File: config.mk
export PLATFORM = sky130hd
export DESIGN_NAME = accel_mode_sleep_event_ctrl
export DESIGN_NICKNAME = d
export VERILOG_FILES = /design/src/design/accel_ctrl_pkg.sv /design/src/design/event_pin_driver.sv /design/src/design/accel_mode_sleep_event_ctrl.sv
export VERILOG_INCLUDE_DIRS = /design/src /design/src/design
export SDC_FILE = /design/constraint.sdc
export NUM_CORES = 1
export LEC_CHECK = 0
export ABC_AREA = 1
export BUFFER_PORTS_ARGS = -buffer_cell sky130_fd_sc_hd__buf_2
export CORE_UTILIZATION = 50
export CTS_CLUSTER_DIAMETER = 60
export DETAILED_ROUTE_END_ITERATION = 16
export MAX_ROUTING_LAYER = met4
export PLACE_DENSITY_LB_ADDON = 0.08
export SYNTH_ARGS = -nofsm -noshare
export SYNTH_HDL_FRONTEND = slang
export SYNTH_SLANG_ARGS = --single-unit
File: constraint.sdc
create_clock -name core_clk -period 2.7 [get_ports core_clk]
set_input_delay 0.54 -clock core_clk [delete_from_list [all_inputs] [get_ports core_clk]]
set_output_delay 0.54 -clock core_clk [all_outputs]
set_load 0.01 [all_outputs]
File: src/design/accel_ctrl_defines.svh
`ifndef ACCEL_CTRL_DEFINES_SVH
`define ACCEL_CTRL_DEFINES_SVH

// bus address, value arbitrary
`define DEV_ADDR 7'h2a

`define OFS_X     8'h00
`define OFS_Y     8'h01
`define OFS_Z     8'h02
`define OFS_TILT  8'h03
`define OFS_STAT  8'h04
`define OFS_LIMIT 8'h05
`define OFS_EVEN  8'h06
`define OFS_MODE  8'h07
`define OFS_RATE  8'h08

`define MODE_RUN   0
`define MODE_TEST  2
`define MODE_AWE   3
`define MODE_ASE   4
`define MODE_SLEEP_PRESCALE_SELECT  5
`define MODE_DRIVE 6
`define MODE_POL   7

`define EN_FB  0
`define EN_PL  1
`define EN_TAP 2
`define EN_SLP 3
`define EN_SMP 4

`define RST_BYTE   8'h00
`define BYTE_BITS  4'h8
`define LAST_BIT   4'h7
`define PRESC_LAST 4'hf

`endif

File: src/design/accel_ctrl_pkg.sv
package accel_ctrl_pkg;

  typedef enum logic [5:0] {
    ST_STANDBY    = 6'h01,
    ST_TEST       = 6'h02,
    ST_RUN_ACT    = 6'h04,
    ST_AUTO_SLEEP = 6'h08,
    ST_RUN_WAKE   = 6'h10,
    ST_AUTO_WAKE  = 6'h20
  } op_state_t;

  typedef enum logic [5:0] {
    PH_IDLE = 6'h01,
    PH_ADDR = 6'h02,
    PH_ACK  = 6'h04,
    PH_RX   = 6'h08,
    PH_TX   = 6'h10,
    PH_RACK = 6'h20
  } link_phase_t;

  typedef struct packed {
    logic       sample_tick;
    logic [5:0] x;
    logic [5:0] y;
    logic [5:0] z;
    logic       orient_valid;
    logic [1:0] front_back;
    logic [2:0] up_down;
    logic       tap;
    logic [2:0] shake_xyz;
  } sense_in_t;

  typedef struct packed {
    logic [5:0] x;
    logic [5:0] y;
    logic [5:0] z;
  } axis_results_t;

  typedef struct packed {
    logic out;
    logic oe_n;
  } pin_drive_t;

  typedef struct packed {
    op_state_t     op;
    link_phase_t   ph;
    logic [7:0]    limit;
    logic [7:0]    ev_en;
    logic [7:0]    mode;
    logic [7:0]    rate;
    logic [7:0]    tilt;
    axis_results_t res;
    logic [7:0]    cnt;
    logic [3:0]    presc;
    logic          ev_hold;
    logic [7:0]    shift;
    logic [7:0]    ptr;
    logic [3:0]    bits;
    logic          rnw;
    logic          ptr_done;
    logic          scl_q;
    logic          sda_q;
    logic          sda_oe_n;
    logic [7:0]    sps;
    logic          act_on;
    logic          wake_on;
  } ctrl_state_t;

endpackage : accel_ctrl_pkg

File: src/design/event_pin_driver.sv
`timescale 1ns/1ps
module event_pin_driver (
  input  wire logic core_clk,
  input  wire logic resetn,
  input  wire logic asserted,
  input  wire logic polarity,
  input  wire logic push_pull,
  output logic      pin_out,
  output logic      pin_oe_n
);

  accel_ctrl_pkg::pin_drive_t drv_reg;
  accel_ctrl_pkg::pin_drive_t drv_next;
  logic                       lvl;

  always_comb begin
    lvl = polarity ? asserted : ~asserted;
    if (push_pull) begin
      drv_next.out  = lvl;
      drv_next.oe_n = 1'b0;
    end else begin
      // open drain only ever pulls low
      drv_next.out  = 1'b0;
      drv_next.oe_n = lvl;
    end
  end

  always_ff @(posedge core_clk or negedge resetn) begin
    if (!resetn) begin
      drv_reg <= '{out: 1'b0, oe_n: 1'b1};
    end else begin
      drv_reg <= drv_next;
    end
  end

  assign pin_out  = drv_reg.out;
  assign pin_oe_n = drv_reg.oe_n;

endmodule : event_pin_driver

File: src/design/accel_mode_sleep_event_ctrl.sv
// Operation
// - status bits show which sample rate runs
// - sleep limit write clears sleep counter
// - counter reaching limit leaves auto-sleep
// - front/back change raises event when enabled
// - portrait/landscape change raises event when enabled
// - tap raises event when enabled
// - leaving auto-sleep raises event when enabled
// - every sample update raises event when enabled
// - enabled shake raises event, sets shake flag
// - event released at address acknowledge
// - mode access restarts sleep; write clears results
// - run and test bits decode three modes
// - test mode entered only from standby
// - active entry at active rate, sleep first
// - test mode takes written results, no shake
// - auto-wake at wake rate, event exits
// - auto-sleep at active rate, timeout exits
// - sleep counter prescale by one or sixteen
// - event pin open-drain or push-pull
// - event pin polarity selectable
// - active rate code 001 means 64
`timescale 1ns/1ps
`include "accel_ctrl_defines.svh"
module accel_mode_sleep_event_ctrl (
  input  wire logic                          core_clk,
  input  wire logic                          resetn,
  input  wire logic                          scl_in,
  input  wire logic                          sda_in,
  output logic                               sda_out,
  output logic                               sda_oe_n,
  input  wire accel_ctrl_pkg::sense_in_t     sense,
  output accel_ctrl_pkg::axis_results_t      axis_results,
  output logic [7:0]                         orientation_status,
  output logic                               active_rate_in_use,
  output logic                               wake_rate_in_use,
  output logic [7:0]                         active_rate_sps,
  output logic                               event_out,
  output logic                               event_oe_n
);

  accel_ctrl_pkg::ctrl_state_t s_reg;
  accel_ctrl_pkg::ctrl_state_t s_next;

  logic       scl_rise;
  logic       scl_fall;
  logic       start_c;
  logic       stop_c;
  logic       ev_release;
  logic       wr_stb;
  logic [7:0] wr_ofs;
  logic [7:0] wr_dat;
  logic       mode_touch;
  logic       cfg_open;
  logic       running;
  logic       in_test;
  logic       fb_chg;
  logic       pl_chg;
  logic [2:0] shake_en;
  logic       ev_fb;
  logic       ev_pl;
  logic       ev_tap;
  logic       ev_shake;
  logic       ev_smp;
  logic       ev_slp;
  logic       wake_ev;
  logic       presc_tick;
  logic       act_use;
  logic       wake_use;
  logic [7:0] tx_byte;

  ////////////////////////////////////////////////////////////////
  // read multiplexer

  function automatic logic [7:0] rd_mux(
    input accel_ctrl_pkg::ctrl_state_t st,
    input logic [7:0]                  ofs
  );
    logic [7:0] v;
    v = `RST_BYTE;
    case (ofs)
      `OFS_X:     v = {2'h0, st.res.x};
      `OFS_Y:     v = {2'h0, st.res.y};
      `OFS_Z:     v = {2'h0, st.res.z};
      `OFS_TILT:  v = st.tilt;
      `OFS_STAT:  v = {6'h00, st.op == accel_ctrl_pkg::ST_RUN_WAKE
                       || st.op == accel_ctrl_pkg::ST_AUTO_WAKE,
                       st.op == accel_ctrl_pkg::ST_RUN_ACT
                       || st.op == accel_ctrl_pkg::ST_AUTO_SLEEP};
      `OFS_LIMIT: v = st.limit;
      `OFS_EVEN:  v = st.ev_en;
      `OFS_MODE:  v = st.mode;
      `OFS_RATE:  v = st.rate;
      default:    v = `RST_BYTE;
    endcase
    return v;
  endfunction : rd_mux

  function automatic logic [7:0] sps_of(input logic [2:0] code);
    logic [7:0] v;
    v = 8'h01;
    case (code)
      3'h0:    v = 8'h78;
      3'h1:    v = 8'h40;
      3'h2:    v = 8'h20;
      3'h3:    v = 8'h10;
      3'h4:    v = 8'h08;
      3'h5:    v = 8'h04;
      3'h6:    v = 8'h02;
      default: v = 8'h01;
    endcase
    return v;
  endfunction : sps_of

  ////////////////////////////////////////////////////////////////
  // next state

  always_comb begin
    s_next     = s_reg;
    ev_release = 1'b0;
    wr_stb     = 1'b0;
    wr_ofs     = `RST_BYTE;
    wr_dat     = `RST_BYTE;
    mode_touch = 1'b0;
    tx_byte    = rd_mux(s_reg, s_reg.ptr);

    scl_rise = scl_in & ~s_reg.scl_q;
    scl_fall = ~scl_in & s_reg.scl_q;
    start_c  = s_reg.scl_q & scl_in & s_reg.sda_q & ~sda_in;
    stop_c   = s_reg.scl_q & scl_in & ~s_reg.sda_q & sda_in;
    s_next.scl_q = scl_in;
    s_next.sda_q = sda_in;

    // serial link
    if (stop_c) begin
      s_next.ph       = accel_ctrl_pkg::PH_IDLE;
      s_next.sda_oe_n = 1'b1;
    end else if (start_c) begin
      s_next.ph       = accel_ctrl_pkg::PH_ADDR;
      s_next.bits     = 4'h0;
      s_next.ptr_done = 1'b0;
      s_next.sda_oe_n = 1'b1;
    end else begin
      unique case (s_reg.ph)
        accel_ctrl_pkg::PH_IDLE: begin
        end
        accel_ctrl_pkg::PH_ADDR: begin
          if (scl_rise) begin
            s_next.shift = {s_reg.shift[6:0], sda_in};
            s_next.bits  = s_reg.bits + 4'h1;
          end else if (scl_fall && s_reg.bits == `BYTE_BITS) begin
            s_next.bits = 4'h0;
            if (s_reg.shift[7:1] == `DEV_ADDR) begin
              s_next.ph       = accel_ctrl_pkg::PH_ACK;
              s_next.sda_oe_n = 1'b0;
              s_next.rnw      = s_reg.shift[0];
              ev_release      = 1'b1;
            end else begin
              s_next.ph = accel_ctrl_pkg::PH_IDLE;
            end
          end
        end
        accel_ctrl_pkg::PH_ACK: begin
          if (scl_fall) begin
            s_next.bits = 4'h0;
            if (s_reg.rnw) begin
              s_next.shift    = tx_byte;
              s_next.sda_oe_n = tx_byte[7];
              s_next.ptr      = s_reg.ptr + 8'h01;
              mode_touch      = (s_reg.ptr == `OFS_MODE);
              s_next.ph       = accel_ctrl_pkg::PH_TX;
            end else begin
              s_next.sda_oe_n = 1'b1;
              s_next.ph       = accel_ctrl_pkg::PH_RX;
            end
          end
        end
        accel_ctrl_pkg::PH_RX: begin
          if (scl_rise) begin
            s_next.shift = {s_reg.shift[6:0], sda_in};
            s_next.bits  = s_reg.bits + 4'h1;
          end else if (scl_fall && s_reg.bits == `BYTE_BITS) begin
            s_next.ph       = accel_ctrl_pkg::PH_ACK;
            s_next.sda_oe_n = 1'b0;
            s_next.bits     = 4'h0;
            if (!s_reg.ptr_done) begin
              s_next.ptr      = s_reg.shift;
              s_next.ptr_done = 1'b1;
            end else begin
              wr_stb     = 1'b1;
              wr_ofs     = s_reg.ptr;
              wr_dat     = s_reg.shift;
              s_next.ptr = s_reg.ptr + 8'h01;
            end
          end
        end
        accel_ctrl_pkg::PH_TX: begin
          if (scl_fall) begin
            if (s_reg.bits == `LAST_BIT) begin
              s_next.ph       = accel_ctrl_pkg::PH_RACK;
              s_next.sda_oe_n = 1'b1;
            end else begin
              s_next.shift    = {s_reg.shift[6:0], 1'b0};
              s_next.sda_oe_n = s_reg.shift[6];
              s_next.bits     = s_reg.bits + 4'h1;
            end
          end
        end
        accel_ctrl_pkg::PH_RACK: begin
          if (scl_rise && sda_in) begin
            s_next.ph = accel_ctrl_pkg::PH_IDLE;
          end else if (scl_fall) begin
            s_next.bits     = 4'h0;
            s_next.shift    = tx_byte;
            s_next.sda_oe_n = tx_byte[7];
            s_next.ptr      = s_reg.ptr + 8'h01;
            mode_touch      = (s_reg.ptr == `OFS_MODE);
            s_next.ph       = accel_ctrl_pkg::PH_TX;
          end
        end
      endcase
    end

    // sensing and events
    running  = s_reg.op != accel_ctrl_pkg::ST_STANDBY;
    in_test  = s_reg.op == accel_ctrl_pkg::ST_TEST;
    act_use  = s_reg.op == accel_ctrl_pkg::ST_RUN_ACT
               || s_reg.op == accel_ctrl_pkg::ST_AUTO_SLEEP;
    wake_use = s_reg.op == accel_ctrl_pkg::ST_RUN_WAKE
               || s_reg.op == accel_ctrl_pkg::ST_AUTO_WAKE;
    fb_chg   = sense.front_back != s_reg.tilt[1:0];
    pl_chg   = sense.up_down != s_reg.tilt[4:2];
    // no shake in test mode
    shake_en = s_reg.ev_en[7:5] & sense.shake_xyz & {3{~in_test}};
    ev_fb    = running & sense.orient_valid & fb_chg
               & s_reg.ev_en[`EN_FB];
    ev_pl    = running & sense.orient_valid & pl_chg
               & s_reg.ev_en[`EN_PL];
    ev_tap   = running & sense.orient_valid & sense.tap
               & s_reg.ev_en[`EN_TAP];
    ev_shake = running & sense.orient_valid & (|shake_en);
    wake_ev  = ev_fb | ev_pl | ev_tap | ev_shake;
    ev_smp   = 1'b0;
    ev_slp   = 1'b0;

    if (running && sense.orient_valid) begin
      s_next.tilt = {|shake_en, 1'b0, sense.tap,
                     sense.up_down, sense.front_back};
    end

    // measured results only outside test mode
    if ((act_use || wake_use) && sense.sample_tick) begin
      s_next.res = '{x: sense.x, y: sense.y, z: sense.z};
      ev_smp     = s_reg.ev_en[`EN_SMP];
    end

    // sleep counter
    presc_tick = ~s_reg.mode[`MODE_SLEEP_PRESCALE_SELECT]
                 | (s_reg.presc == `PRESC_LAST);
    if (s_reg.op == accel_ctrl_pkg::ST_AUTO_SLEEP && sense.sample_tick) begin
      s_next.presc = s_reg.presc + 4'h1;
      if (presc_tick) begin
        if (s_reg.cnt == s_reg.limit) begin
          s_next.cnt = 8'h00;
          ev_slp     = s_reg.ev_en[`EN_SLP];
          s_next.op  = s_reg.mode[`MODE_AWE]
                       ? accel_ctrl_pkg::ST_AUTO_WAKE
                       : accel_ctrl_pkg::ST_RUN_WAKE;
        end else begin
          s_next.cnt = s_reg.cnt + 8'h01;
        end
      end
    end

    // enabled event ends auto-wake; per-sample event does not
    if (s_reg.op == accel_ctrl_pkg::ST_AUTO_WAKE && wake_ev) begin
      s_next.op = s_reg.mode[`MODE_ASE]
                  ? accel_ctrl_pkg::ST_AUTO_SLEEP
                  : accel_ctrl_pkg::ST_RUN_ACT;
    end

    // register writes
    cfg_open = s_reg.op == accel_ctrl_pkg::ST_STANDBY || in_test;
    if (wr_stb) begin
      case (wr_ofs)
        `OFS_LIMIT: begin
          if (cfg_open) begin
            s_next.limit = wr_dat;
          end
          s_next.cnt   = 8'h00;
          s_next.presc = 4'h0;
        end
        `OFS_EVEN: begin
          if (cfg_open) begin
            s_next.ev_en = wr_dat;
          end
        end
        `OFS_RATE: begin
          if (cfg_open) begin
            s_next.rate = wr_dat;
          end
        end
        `OFS_X, `OFS_Y, `OFS_Z: begin
          if (in_test) begin
            if (wr_ofs == `OFS_X) begin
              s_next.res.x = wr_dat[5:0];
            end else if (wr_ofs == `OFS_Y) begin
              s_next.res.y = wr_dat[5:0];
            end else begin
              s_next.res.z = wr_dat[5:0];
            end
            ev_smp = s_reg.ev_en[`EN_SMP];
          end
        end
        `OFS_MODE: begin
          mode_touch  = 1'b1;
          s_next.res  = '0;
          s_next.tilt = `RST_BYTE;
          s_next.mode = wr_dat;
          unique case (s_reg.op)
            accel_ctrl_pkg::ST_STANDBY: begin
              if (wr_dat[`MODE_RUN] && !wr_dat[`MODE_TEST]) begin
                s_next.op = wr_dat[`MODE_ASE]
                            ? accel_ctrl_pkg::ST_AUTO_SLEEP
                            : accel_ctrl_pkg::ST_RUN_ACT;
              end else if (!wr_dat[`MODE_RUN] && wr_dat[`MODE_TEST]) begin
                s_next.op = accel_ctrl_pkg::ST_TEST;
              end else begin
                s_next.op = accel_ctrl_pkg::ST_STANDBY;
              end
            end
            accel_ctrl_pkg::ST_TEST: begin
              // run refused while test is on
              s_next.op = wr_dat[`MODE_TEST]
                          ? accel_ctrl_pkg::ST_TEST
                          : accel_ctrl_pkg::ST_STANDBY;
            end
            default: begin
              if (wr_dat[`MODE_RUN] && !wr_dat[`MODE_TEST]) begin
                s_next.op = wr_dat[`MODE_ASE]
                            ? accel_ctrl_pkg::ST_AUTO_SLEEP
                            : accel_ctrl_pkg::ST_RUN_ACT;
              end else begin
                // test request from active lands in standby
                s_next.op = accel_ctrl_pkg::ST_STANDBY;
              end
            end
          endcase
          s_next.mode[`MODE_RUN]  = s_next.op != accel_ctrl_pkg::ST_STANDBY
                                    && s_next.op != accel_ctrl_pkg::ST_TEST;
          s_next.mode[`MODE_TEST] = s_next.op == accel_ctrl_pkg::ST_TEST;
          s_next.mode[1]          = 1'b0;
        end
        default: begin
        end
      endcase
    end

    // restart of sleep timing
    if (mode_touch || wake_ev) begin
      s_next.cnt   = 8'h00;
      s_next.presc = 4'h0;
    end

    // held event, new event beats release
    if (ev_fb || ev_pl || ev_tap || ev_shake || ev_smp || ev_slp) begin
      s_next.ev_hold = 1'b1;
    end else if (ev_release) begin
      s_next.ev_hold = 1'b0;
    end

    s_next.sps = sps_of(s_next.rate[2:0]);
    // flags kept in flops so the status pins carry no decode glitches
    s_next.act_on  = s_next.op == accel_ctrl_pkg::ST_RUN_ACT
                     || s_next.op == accel_ctrl_pkg::ST_AUTO_SLEEP;
    s_next.wake_on = s_next.op == accel_ctrl_pkg::ST_RUN_WAKE
                     || s_next.op == accel_ctrl_pkg::ST_AUTO_WAKE;
  end

  ////////////////////////////////////////////////////////////////
  // state register

  always_ff @(posedge core_clk or negedge resetn) begin
    if (!resetn) begin
      s_reg          <= '0;
      s_reg.op       <= accel_ctrl_pkg::ST_STANDBY;
      s_reg.ph       <= accel_ctrl_pkg::PH_IDLE;
      s_reg.scl_q    <= 1'b1;
      s_reg.sda_q    <= 1'b1;
      s_reg.sda_oe_n <= 1'b1;
      s_reg.sps      <= 8'h78;
    end else begin
      s_reg <= s_next;
    end
  end

  ////////////////////////////////////////////////////////////////
  // event pin

  event_pin_driver pin_drv (
    .core_clk  (core_clk),
    .resetn    (resetn),
    .asserted  (s_reg.ev_hold),
    .polarity  (s_reg.mode[`MODE_POL]),
    .push_pull (s_reg.mode[`MODE_DRIVE]),
    .pin_out   (event_out),
    .pin_oe_n  (event_oe_n)
  );

  ////////////////////////////////////////////////////////////////
  // outputs

  // the data line is only ever pulled low
  assign sda_out            = s_reg.shift[0] & 1'b0;
  assign sda_oe_n           = s_reg.sda_oe_n;
  assign axis_results       = s_reg.res;
  assign orientation_status = s_reg.tilt;
  assign active_rate_in_use = s_reg.act_on;
  assign wake_rate_in_use   = s_reg.wake_on;
  assign active_rate_sps    = s_reg.sps;

endmodule : accel_mode_sleep_event_ctrl

## Yosys cells after proc, flatten, opt, wreduce, memory -nomap -nowiden

Cells that the tools add are included.

| word-level totals | value |
|---|---|
| output and inout port bits | 40 |
| register bits | 119 |
| input bits | 33 |

| operators by class | value |
|---|---|
| add/subtract/negate cells | 4 |
| reductions and logical operators | 47 |
| bitwise operators | 31 |
| muxes and demuxes | 131 |
| equal/unequal tests | 74 |

Operators by type and width:

| operator | count |
|---|---|
| 2-to-1 mux 8 bit | 21 |
| 2-to-1 mux 6 bit | 23 |
| case mux 8 bit (9 select lines) | 1 |
| 2-to-1 mux 12 bit | 5 |
| 2-to-1 mux 20 bit | 3 |
| == test 8 x 3 -> 1 bit (second input constant) | 7 |
| case mux 7 bit (7 select lines) | 1 |
| 2-to-1 mux 1 bit | 48 |
| != test 4 bit (second input constant) | 12 |
| 2-to-1 mux 41 bit | 1 |
| 2-to-1 mux 18 bit | 2 |
| 2-to-1 mux 4 bit | 9 |
| case mux 18 bit (2 select lines) | 1 |
| case mux 8 bit (4 select lines) | 1 |
| case mux 6 bit (5 select lines) | 1 |
| AND reduction 9 bit | 3 |
| == test 8 x 2 -> 1 bit (second input constant) | 3 |
| case mux 8 bit (3 select lines) | 1 |
| case mux 4 bit (5 select lines) | 1 |
| AND reduction 10 bit | 2 |
| == test 6 x 2 -> 1 bit (second input constant) | 3 |
| == test 6 x 3 -> 1 bit (second input constant) | 3 |
| == test 6 x 4 -> 1 bit (second input constant) | 3 |
| == test 6 x 5 -> 1 bit (second input constant) | 3 |
| other kinds (48) | 129 |

## Logic depth before layout (Yosys ltp)

Gate-level depths: netlist (run 1).

| logic depth | value |
|---|---|
| depth after elaboration | 19 |
| gate-level depth with buffers | 16 |

## Cells and area by module

From an unflattened synthesis (run 1), not the netlist that was laid out.

| second synthesis, totals | value |
|---|---|
| cells, all modules | 993 |
| area total of the unflattened synthesis | 7193.1 sq um |

By module, submodules not included:

| module | instances | area each (sq um) | sequential area each (sq um) | cells an instance |
|---|---|---|---|---|
| accel_mode_sleep_event_ctrl | 1 | 7111.8 | 2914.0 | 983 |
| event_pin_driver | 1 | 81.3 | 51.3 | 10 |

## Worst setup path before layout (run 1)

No wires, ideal clock.

| timing | value |
|---|---|
| kind | register to register |
| start point | register s_reg[15] in the netlist's numbering |
| end point | register s_reg[101] in the netlist's numbering |
| required time | 2582 ps |
| library setup time | 118 ps |
| period minus slack after synthesis | 1980 ps |
| arrival time | 1863 ps |
| stages on the path, launching flop included | 14 |
| setup slack | 720 ps |
| cells stage by stage | dfrtp_1 inv_1 ha_1 nand3_2 nor2_8 buf_4 inv_1 nor3_2 nand2_1 nor3_1 nand3_1 buf_2 a21oi_1 inv_1 |

| between the ends | value |
|---|---|
| word-level cells in the longest chain between the ends | 9 |

RTL lines:

| element | line | text |
|---|---|---|
| start: declaration | accel_mode_sleep_event_ctrl.sv:42 | `accel_ctrl_pkg::ctrl_state_t s_reg;` |
| start signal: assignment | accel_mode_sleep_event_ctrl.sv:393 | `s_reg <= s_next;` |
| == test 4 bit (no source line) * | n/a |  |
| logical AND 1 bit (no source line) * | n/a |  |
| 2-to-1 mux 8 bit | accel_mode_sleep_event_ctrl.sv:182 | `` end else if (scl_fall && s_reg.bits == `BYTE_BITS) begin `` |
| 2-to-1 mux 8 bit | accel_mode_sleep_event_ctrl.sv:179 | `if (scl_rise) begin` |
| 2-to-1 mux 8 bit | accel_mode_sleep_event_ctrl.sv:144 | `unique case (s_reg.ph)` |
| 2-to-1 mux 8 bit | accel_mode_sleep_event_ctrl.sv:138 | `end else if (start_c) begin` |
| 2-to-1 mux 8 bit | accel_mode_sleep_event_ctrl.sv:135 | `if (stop_c) begin` |
| == test 8 x 3 -> 1 bit | accel_mode_sleep_event_ctrl.sv:285 | `case (wr_ofs)` |
| AND reduction 3 bit (no source line) | n/a |  |

Mark *: on every way between the ends. The rest lies on a longest branch, timed or not.
A chain may end at the register's enable or synchronous reset.

## Worst setup path after layout (run 1)

| timing | value |
|---|---|
| start point | register s_reg[20] in the netlist's numbering |
| end point | register s_reg[27] in the netlist's numbering |

| between the ends | value |
|---|---|
| word-level cells in the longest chain between the ends | 5 |

RTL lines:

| element | line | text |
|---|---|---|
| == test 8 x 4 -> 1 bit, or another cell as far along | accel_mode_sleep_event_ctrl.sv:81 | `case (ofs)` |
| case mux 8 bit (9 select lines) * | accel_mode_sleep_event_ctrl.sv:81 |  |
| 2-to-1 mux 20 bit or 2-to-1 mux 16 bit (tied branches) | accel_mode_sleep_event_ctrl.sv:212, accel_mode_sleep_event_ctrl.sv:166 |  |
| 2-to-1 mux 20 bit (on tied branches) | accel_mode_sleep_event_ctrl.sv:210, accel_mode_sleep_event_ctrl.sv:164 |  |
| case mux 8 bit (4 select lines) * | accel_mode_sleep_event_ctrl.sv:144 |  |

Mark *: on every way between the ends. The rest lies on a longest branch, timed or not. The select of a mux whose other input is x is not followed.

==> report_table.html, run 1 <==
<table>
<tr><th>Metric</th><th>Value</th></tr>
<tr><th colspan="2">Status</th></tr>
<tr><td>Run status</td><td>finished clean</td></tr>
<tr><th colspan="2">Floorplanning</th></tr>
<tr><td>Boundary Pins</td><td>73</td></tr>
<tr><td>Die ar.</td><td>~0.016 mm^2</td></tr>
<tr><td>Placeable Area</td><td>0.01526 mm^2</td></tr>
<tr><td>Width of the die</td><td>around 130 um</td></tr>
<tr><td>DIE HEIGHT</td><td>roughly 130 um</td></tr>
<tr><td>Initial Util</td><td>about 50%</td></tr>
<tr><td>Core Rows</td><td>45</td></tr>
<tr><th colspan="2">Synth</th></tr>
<tr><td>Proportion of synthesized chip area in sequential cells</td><td>between 30% and 40%</td></tr>
<tr><td>Commonest cells in the netlist</td><td>275 x nand2_1, 143 x inv_1, 108 x dfrtp_1</td></tr>
<tr><td>Largest area contributor in the netlist</td><td>dfrtp_1</td></tr>
<tr><td>Most frequent cell after synthesis</td><td>nand2_1</td></tr>
<tr><td>Top cell type's share of synthesized area</td><td>approximately a third</td></tr>
<tr><td>Synthesized flop and latch total</td><td>around 120</td></tr>
<tr><td>Cell count after synthesis</td><td>between 1000 and 1500</td></tr>
<tr><td>Cell Area, Synth</td><td>0.007861 mm^2</td></tr>
<tr><td>Cell variety after synth</td><td>between 50 and 60</td></tr>
<tr><td>Synth warn</td><td>0</td></tr>
<tr><td>Fraction of registers with async set or reset after synthesis</td><td>100.0%</td></tr>
<tr><td>Avg Inst Size Synth</td><td>7.252 um^2</td></tr>
<tr><td>Number of enable-type register cells in the synthesized netlist</td><td>0</td></tr>
<tr><td>Area contributors post-synth</td><td>dfrtp_1 34%, nand2_1 13%, inv_1 6.8%, nand3_1 5.3%, o21ai_0 5.2%</td></tr>
<tr><td>Prevailing post-synth register cell</td><td>dfrtp_1</td></tr>
<tr><th colspan="2">Critical path</th></tr>
<tr><td>Largest driver fanout on the critical path</td><td>6</td></tr>
<tr><td>CP Data Required Time</td><td>between 3000 and 4000 ps</td></tr>
<tr><td>Kind of end point of the critical path</td><td>register</td></tr>
<tr><td>Startpoint class of the critical path</td><td>register</td></tr>
<tr><td>Arrival time reported for the critical path endpoint</td><td>2700 ps</td></tr>
<tr><td>WS Path Type</td><td>reg2reg</td></tr>
<tr><th colspan="2">Global route</th></tr>
<tr><td>Global-route total usage across every layer</td><td>a little under a third</td></tr>
<tr><td>Wire length of the first global-routing pass</td><td>36.60 mm</td></tr>
<tr><td>Number of antenna violations at the first check in global routing</td><td>0</td></tr>
<tr><td>Number of global-route vias before repair</td><td>between 6000 and 7000</td></tr>
<tr><td>Maximum number of pins on one net before global-route repair</td><td>51</td></tr>
<tr><td>Global route overflow</td><td>0</td></tr>
<tr><th colspan="2">Timing</th></tr>
<tr><td>Final hold violations</td><td>0</td></tr>
<tr><td>Tightest slew margin relative to the limit</td><td>55.77%</td></tr>
<tr><td>Setup repair after global routing missed its margin</td><td>false</td></tr>
<tr><td>Share of the cycle needed by the critical path after routing</td><td>87.11%</td></tr>
<tr><td>Slew at the pin closest to its max-slew limit</td><td>~660 ps</td></tr>
<tr><td>Highest clock frequency the design can meet</td><td>between 400 and 500 MHz</td></tr>
<tr><td>Fin crit period</td><td>around 2400 ps</td></tr>
<tr><td>Final setup fails</td><td>0</td></tr>
<tr><td>Final count of pins violating max slew</td><td>0</td></tr>
<tr><td>Worst Setup Slack, final</td><td>348.0 ps</td></tr>
<tr><td>Worst Skew</td><td>between 10 and 15 ps</td></tr>
<tr><td>Aggregate negative setup slack</td><td>0 ps</td></tr>
<tr><th colspan="2">Pwr</th></tr>
<tr><td>Internal power</td><td>3695 uW</td></tr>
<tr><td>Power share of the sequential group</td><td>37.9%</td></tr>
<tr><td>Net switching power</td><td>between 2000 and 2500 uW</td></tr>
<tr><td>Share of total power in the clock network</td><td>37.1%</td></tr>
<tr><td>Leak Pwr</td><td>between 0.004 and 0.005 uW</td></tr>
<tr><td>Logic gate share of total power</td><td>roughly a quarter</td></tr>
<tr><td>Net switching fraction of the power</td><td>between 30% and 40%</td></tr>
<tr><td>Largest vdd supply drop</td><td>approximately 0.43 mV</td></tr>
<tr><td>Cell Pwr Density</td><td>about 650 mW/mm^2</td></tr>
<tr><th colspan="2">CTS</th></tr>
<tr><td>Maximum number of buffers from clock root to sink</td><td>2</td></tr>
<tr><td>Cts hold-fix bufs</td><td>0</td></tr>
<tr><td>Number of setup buffers added after CTS</td><td>0</td></tr>
<tr><td>Count of cells resized by post-cts repair</td><td>0</td></tr>
<tr><td>Clk_lat worst skew</td><td>430 ps</td></tr>
<tr><td>Clock tree from TritonCTS</td><td>yes</td></tr>
<tr><td>H-tree lvl count</td><td>4</td></tr>
<tr><td>Clock Root Buffer</td><td>clkbuf_16</td></tr>
<tr><td>Clock buffer count from CTS</td><td>17</td></tr>
<tr><td>Clock Sinks</td><td>118</td></tr>
<tr><td>Post-CTS clock slew at the launch and capture registers of the worst setup and hold paths</td><td>60 ps</td></tr>
<tr><th colspan="2">Final layout</th></tr>
<tr><td>Share of post-route cells with drive strength above 1</td><td>approximately 18%</td></tr>
<tr><td>Inserted Diodes</td><td>0</td></tr>
<tr><td>Net count reported at finish</td><td>approximately 1200</td></tr>
<tr><td>Final std cell area, no fill</td><td>0.008901 mm^2</td></tr>
<tr><td>Total of fill cells in the finished design</td><td>1487</td></tr>
<tr><td>Max FFs per register</td><td>80</td></tr>
<tr><td>Synth-to-Final Area Change</td><td>13.23%</td></tr>
<tr><td>Final core occ</td><td>58.34%</td></tr>
<tr><th colspan="2">Route</th></tr>
<tr><td>Post-DR vias/cell</td><td>roughly 5.4</td></tr>
<tr><td>First-pass iteration count of the detailed router</td><td>6</td></tr>
<tr><td>First-iteration detailed-routing DRC count</td><td>around 630</td></tr>
<tr><td>Vias after detailed routing</td><td>7348</td></tr>
<tr><td>Number of design rule violations left after detail routing</td><td>0</td></tr>
<tr><td>Remaining antenna violation count</td><td>0</td></tr>
<tr><td>Routed len/inst</td><td>between 15 and 20 um</td></tr>
<tr><td>Aggregate routed wire length</td><td>approximately 23 mm</td></tr>
<tr><th colspan="2">Placement</th></tr>
<tr><td>Final weighted congestion in routability-driven placement</td><td>a little over 1</td></tr>
<tr><td>Number of buffer cells added on primary ports</td><td>70</td></tr>
<tr><td>Worst-case setup slack after placement</td><td>approximately 300 ps</td></tr>
<tr><td>Half-perimeter wire length of the detailed placement result</td><td>approximately 18 mm</td></tr>
<tr><td>Cell Area, Placed</td><td>0.008343 mm^2</td></tr>
<tr><th colspan="2">Flow run</th></tr>
<tr><td>Max-cap violations</td><td>0</td></tr>
<tr><th colspan="2">Min path</th></tr>
<tr><td>Class of the tightest hold or removal check</td><td>in2async</td></tr>
</table>
## final cells by class
cell class	instances	area [um^2]	share of cell area, %
sequential	118	2965	33.31
multi-input combinational	754	3909	43.91
inverter	159	616.8	6.930
timing repair buffer	98	588.1	6.607
tap	211	264.0	2.966
clock buffer	18	429.2	4.821
clock inverter	14	128.9	1.448
## final timing paths
check	to	startpoint	depth (start not counted)	slack (ps)
min reg2reg	pin_drv.pin_oe_n	s_reg[88]	1	390
max reg2reg	s_reg[27]	s_reg[20]	10	350
min in group core_clk	s_reg[12]	scl_in	1	250
min	axis_results[5]	resetn	1	90
max	s_reg[27]	s_reg[20]	10	350
max in group asynchronous	pin_drv.pin_oe_n	resetn	2	1910
## worst max-delay path: stages (launching register included)
cell     delay [ps]
dfrtp_1         480
inv_1           220
ha_1            210
inv_1            70
nor3_2          370
inv_1           150
o21ai_0         270
nor2_1           90
nand3_1         160
nand2_1          90
a22oi_1         160
## power by group through the flow
stage	combinational [uW]	clock (uW)	sequential, uW
after detailed placement	1420	0	2210
after global routing	1590	2240	2220
after floorplan	988	0	2140
after global placement	1420	0	2220
final	1450	2140	2190
after CTS	1430	2180	2190
## metal layers
metal	GRT usage, %	wire length, um
met5	-	0
met1	40.42	10730
met2	48.28	10720
met4	11.41	543
met3	5.067	1319
## kinds of logic (layout without fill, tap and decap cells)
| family | Yosys count | in the layout | synth area share, % |
|---|---|---|---|
| AND/OR/NAND/NOR | 545 | 545 | 33.44 |
| buffers and inverters | 213 | 289 | 12.61 |
| AO/OA/AOI/OAI | 182 | 182 | 12.97 |
| flip-flops | 118 | 118 | 37.72 |
| XOR/XNOR | 14 | 14 | 1.560 |
| adder cells (fa/ha/maj) | 8 | 8 | 1.273 |
| multiplexers | 3 | 3 | 0.3820 |
| other | 1 | 2 | 0.04770 |
## placed cells by master (no fill, tap or decap), types with 3 or more instances in the layout
| cell | instances |
|---|---|
| a21oi_1 | 41 |
| inv_1 | 143 |
| nand2_1 | 275 |
| o22ai_1 | 7 |
| nand4_1 | 23 |
| clkbuf_16 | 17 |
| xor2_1 | 11 |
| inv_2 | 10 |
| o211ai_1 | 8 |
| o21ai_0 | 82 |
| buf_4 | 27 |
| inv_6 | 3 |
| buf_2 | 69 |
| clkinv_1 | 3 |
| nor2_1 | 85 |
| nor2_4 | 11 |
| dfstp_2 | 10 |
| nor3_2 | 6 |
| mux2i_1 | 3 |
| nand3_4 | 3 |
| ha_1 | 8 |
| nor3_1 | 22 |
| nor2_8 | 3 |
| nand3_2 | 7 |
| clkinvlp_4 | 6 |
| dfrtp_1 | 108 |
| nand3_1 | 84 |
| clkinv_4 | 3 |
| o21ai_1 | 18 |
| o21ai_2 | 3 |
| nand2_2 | 7 |
| a22oi_1 | 10 |
| nand2_4 | 7 |
| xnor2_1 | 3 |
## per-stage QoR
stage | hold WS [ps] | total power (uW) | std cells
global placement | 377.9 | 3633 | 1340
detailed placement | 384.4 | 3633 | 1340
finish | 88.56 | 5784 | 1372
floorplan | 244.4 | 3124 | 1085
CTS | 99.40 | 5792 | 1372
global route | 124.5 | 6048 | 1372
No activity file was read; power rests on OpenSTA's default activity.
==> run 2: changes to the inputs <==
--- a/config.mk
+++ b/config.mk
@@ -9,6 +9,7 @@
 export ABC_AREA = 1
 export BUFFER_PORTS_ARGS = -buffer_cell sky130_fd_sc_hd__buf_2
 export CORE_UTILIZATION = 50
+export CTS_BUF_LIST = sky130_fd_sc_hd__clkbuf_8
 export CTS_CLUSTER_DIAMETER = 60
 export DETAILED_ROUTE_END_ITERATION = 16
 export MAX_ROUTING_LAYER = met4
==> report_table.html, run 2 (synthesis gave the netlist of run 1 again) <==
<table>
<tr><th>Metric</th><th>Value</th></tr>
<tr><th colspan="2">Status</th></tr>
<tr><td>Run status</td><td>finished clean</td></tr>
<tr><th colspan="2">Route</th></tr>
<tr><td>Aggregate routed wire length</td><td>23.13 mm (-0.79%)</td></tr>
<tr><td>Number of design rule violations left after detail routing</td><td>0 (unchanged)</td></tr>
<tr><td>Routed len/inst</td><td>16.86 um (-0.79%)</td></tr>
<tr><td>Vias after detailed routing</td><td>7316 (-0.44%)</td></tr>
<tr><td>Post-DR vias/cell</td><td>5.332 (-0.44%)</td></tr>
<tr><td>Remaining antenna violation count</td><td>0 (unchanged)</td></tr>
<tr><td>First-iteration detailed-routing DRC count</td><td>768 (+22%)</td></tr>
<tr><td>First-pass iteration count of the detailed router</td><td>5 (-1)</td></tr>
<tr><th colspan="2">Floorplanning</th></tr>
<tr><td>Core Rows</td><td>45 (unchanged)</td></tr>
<tr><td>Width of the die</td><td>127.4 um (unchanged)</td></tr>
<tr><td>Placeable Area</td><td>0.01526 mm^2 (unchanged)</td></tr>
<tr><td>DIE HEIGHT</td><td>127.4 um (unchanged)</td></tr>
<tr><td>Die ar.</td><td>0.01623 mm^2 (unchanged)</td></tr>
<tr><td>Initial Util</td><td>51.52% (unchanged)</td></tr>
<tr><td>Boundary Pins</td><td>73 (unchanged)</td></tr>
<tr><th colspan="2">Global route</th></tr>
<tr><td>Number of antenna violations at the first check in global routing</td><td>0 (unchanged)</td></tr>
<tr><td>Maximum number of pins on one net before global-route repair</td><td>51 (unchanged)</td></tr>
<tr><td>Wire length of the first global-routing pass</td><td>36.43 mm (-0.47%)</td></tr>
<tr><td>Global-route total usage across every layer</td><td>30.65% (-0.23 points)</td></tr>
<tr><td>Global route overflow</td><td>0 (unchanged)</td></tr>
<tr><td>Number of global-route vias before repair</td><td>6748 (-0.66%)</td></tr>
<tr><th colspan="2">CTS</th></tr>
<tr><td>Cts hold-fix bufs</td><td>0 (unchanged)</td></tr>
<tr><td>Clock buffer count from CTS</td><td>17 (unchanged)</td></tr>
<tr><td>Post-CTS clock slew at the launch and capture registers of the worst setup and hold paths</td><td>80 ps (+20 ps)</td></tr>
<tr><td>H-tree lvl count</td><td>4 (unchanged)</td></tr>
<tr><td>Count of cells resized by post-cts repair</td><td>0 (unchanged)</td></tr>
<tr><td>Clock Root Buffer</td><td>clkbuf_8</td></tr>
<tr><td>Maximum number of buffers from clock root to sink</td><td>2 (unchanged)</td></tr>
<tr><td>Clock tree from TritonCTS</td><td>yes</td></tr>
<tr><td>Number of setup buffers added after CTS</td><td>0 (unchanged)</td></tr>
<tr><td>Clock Sinks</td><td>118 (unchanged)</td></tr>
<tr><td>Clk_lat worst skew</td><td>470 ps (+40 ps)</td></tr>
<tr><th colspan="2">Flow run</th></tr>
<tr><td>Max-cap violations</td><td>0 (unchanged)</td></tr>
<tr><th colspan="2">Final layout</th></tr>
<tr><td>Inserted Diodes</td><td>0 (unchanged)</td></tr>
<tr><td>Most frequent cells in the layout</td><td>275 x nand2_1, 144 x inv_1, 108 x dfrtp_1</td></tr>
<tr><td>Synth-to-Final Area Change</td><td>10.79%</td></tr>
<tr><td>Share of post-route cells with drive strength above 1</td><td>17.92% (unchanged)</td></tr>
<tr><td>Total of fill cells in the finished design</td><td>1519 (+2.2%)</td></tr>
<tr><td>Max FFs per register</td><td>80 (unchanged)</td></tr>
<tr><td>Final std cell area, no fill</td><td>0.008710 mm^2 (-2.2%)</td></tr>
<tr><td>Most frequent standard cell in the layout excluding fill and tap cells</td><td>nand2_1</td></tr>
<tr><td>Net count reported at finish</td><td>1189 (unchanged)</td></tr>
<tr><th colspan="2">Placement</th></tr>
<tr><td>Final weighted congestion in routability-driven placement</td><td>1.018 (unchanged)</td></tr>
<tr><td>Half-perimeter wire length of the detailed placement result</td><td>18.09 mm (unchanged)</td></tr>
<tr><td>Cell Area, Placed</td><td>0.008343 mm^2 (unchanged)</td></tr>
<tr><td>Number of buffer cells added on primary ports</td><td>70 (unchanged)</td></tr>
<tr><th colspan="2">Timing</th></tr>
<tr><td>Worst Skew</td><td>20.36 ps (+9.633 ps)</td></tr>
<tr><td>Slew at the pin closest to its max-slew limit</td><td>634.2 ps (-24.26 ps)</td></tr>
<tr><td>Highest clock frequency the design can meet</td><td>417.0 MHz (-1.9%)</td></tr>
<tr><td>Tightest slew margin relative to the limit</td><td>57.40% (+1.6 points)</td></tr>
<tr><td>Final count of pins violating max slew</td><td>0 (unchanged)</td></tr>
<tr><td>Setup repair after global routing missed its margin</td><td>false</td></tr>
<tr><td>Share of the cycle needed by the critical path after routing</td><td>88.82% (+1.7 points)</td></tr>
<tr><td>Final setup fails</td><td>0 (unchanged)</td></tr>
<tr><td>Fin crit period</td><td>2398 ps (+46.09 ps)</td></tr>
<tr><td>Final hold violations</td><td>0 (unchanged)</td></tr>
<tr><td>Aggregate negative setup slack</td><td>0 ps (unchanged)</td></tr>
<tr><th colspan="2">Pwr</th></tr>
<tr><td>Power share of the sequential group</td><td>42.4% (+4.5 points)</td></tr>
<tr><td>Largest vdd supply drop</td><td>0.3663 mV (-15%)</td></tr>
<tr><td>Net switching fraction of the power</td><td>39.07% (+2.9 points)</td></tr>
<tr><td>Internal power</td><td>3151 uW (-15%)</td></tr>
<tr><td>Cell Pwr Density</td><td>593.8 mW/mm^2 (-8.6%)</td></tr>
<tr><td>Share of total power in the clock network</td><td>29.7% (-7.4 points)</td></tr>
<tr><td>Leak Pwr</td><td>0.004390 uW (-1.9%)</td></tr>
<tr><td>Logic gate share of total power</td><td>27.9% (+2.9 points)</td></tr>
<tr><td>Net switching power</td><td>2021 uW (-3.3%)</td></tr>
<tr><th colspan="2">Critical path</th></tr>
<tr><td>Largest driver fanout on the critical path</td><td>6 (unchanged)</td></tr>
<tr><td>Critical Path Most Common Cell</td><td>inv_1</td></tr>
<tr><td>Kind of end point of the critical path</td><td>register</td></tr>
<tr><td>Slowest stage delay, CP</td><td>490 ps (about the same)</td></tr>
<tr><td>Crit path cell chain</td><td>inv_1, ha_1, inv_1, nor3_2, inv_1, o21ai_0, nor2_1, nand3_1, nand2_1, a22oi_1</td></tr>
<tr><td>CP Data Required Time</td><td>3070 ps (+20 ps)</td></tr>
<tr><td>WS Path Type</td><td>reg2reg</td></tr>
<tr><td>Slowest cell on crit path</td><td>dfrtp_1</td></tr>
<tr><td>Startpoint class of the critical path</td><td>register</td></tr>
<tr><td>Arrival time reported for the critical path endpoint</td><td>2770 ps (+70 ps)</td></tr>
<tr><th colspan="2">Min path</th></tr>
<tr><td>Class of the tightest hold or removal check</td><td>in2async</td></tr>
</table>
==> run 2: changes by cell type in the layout (fill, tap and decap cells not counted), sizes merged <==
cell,change
clkbuf,-1
inv,+1
==> run 2: layout make-up <==
type / instances / area (um^2) / share of cell area (%)
Multi-Input combinational cell: 754 / 3909 / 44.88
Sequential cell: 118 / 2965 / 34.05
Inverter: 159 / 616.8 / 7.082
Timing Repair Buffer: 98 / 588.1 / 6.752
Tap cell: 211 / 264.0 / 3.031
Clock buffer: 17 / 234.0 / 2.686
Clock inverter: 15 / 132.6 / 1.523
==> run 2: stage by stage <==
stage	std cells	setup slack, ps	util (%)	total power (uW)	hold WS (ps)
after global placement	1340	313.2	54.68	3633	377.9
after CTS	1372	340.4	57.08	5176	44.14
after detailed placement	1340	300.3	54.68	3633	384.4
after global routing	1372	106.3	57.08	5426	81.58
final	1372	302.0	57.08	5172	53.72
after floorplan	1085	719.7	-	3124	244.4
==> run 2: critical path: cells and delay by family, from the launching register on <==
kind | cells | cell delay (ps)
simple gates | 4 | 730
flops | 1 | 490
buf+inv | 3 | 450
fa+ha+maj | 1 | 200
compound gates | 2 | 440
==> run 2: path summary, 6_finish.rpt <==
path                            from               end  slack [ps]  cells past startpoint
hold reg to reg            s_reg[88]  pin_drv.pin_oe_n         390                      1
min in group core_clk         scl_in         s_reg[12]         230                      1
max in group asynchronous     resetn  pin_drv.pin_oe_n        1950                      2
hold / removal                resetn   axis_results[5]          50                      1
setup reg to reg           s_reg[20]         s_reg[27]         300                     10
setup / recovery           s_reg[20]         s_reg[27]         300                     10
==> run 2: routing by layer <==
layer | track usage (%) | up-vias | part of all wire [%]
met1 | 40.20 | 3373 | 45
li1 | - | 3603 | -
met3 | 5.067 | 44 | 6.0
met2 | 47.57 | 296 | 46
met4 | 11.83 | 0 | 2.8
met5 | - | - | 0
==> run 2: power groups by stage <==
stage                     logic, uW  clock network [uW]  registers (uW)
after global routing           1590                1630            2210
final                          1440                1540            2190
after global placement         1420                   0            2220
after floorplan                 988                   0            2140
after detailed placement       1420                   0            2210
after CTS                      1430                1560            2180
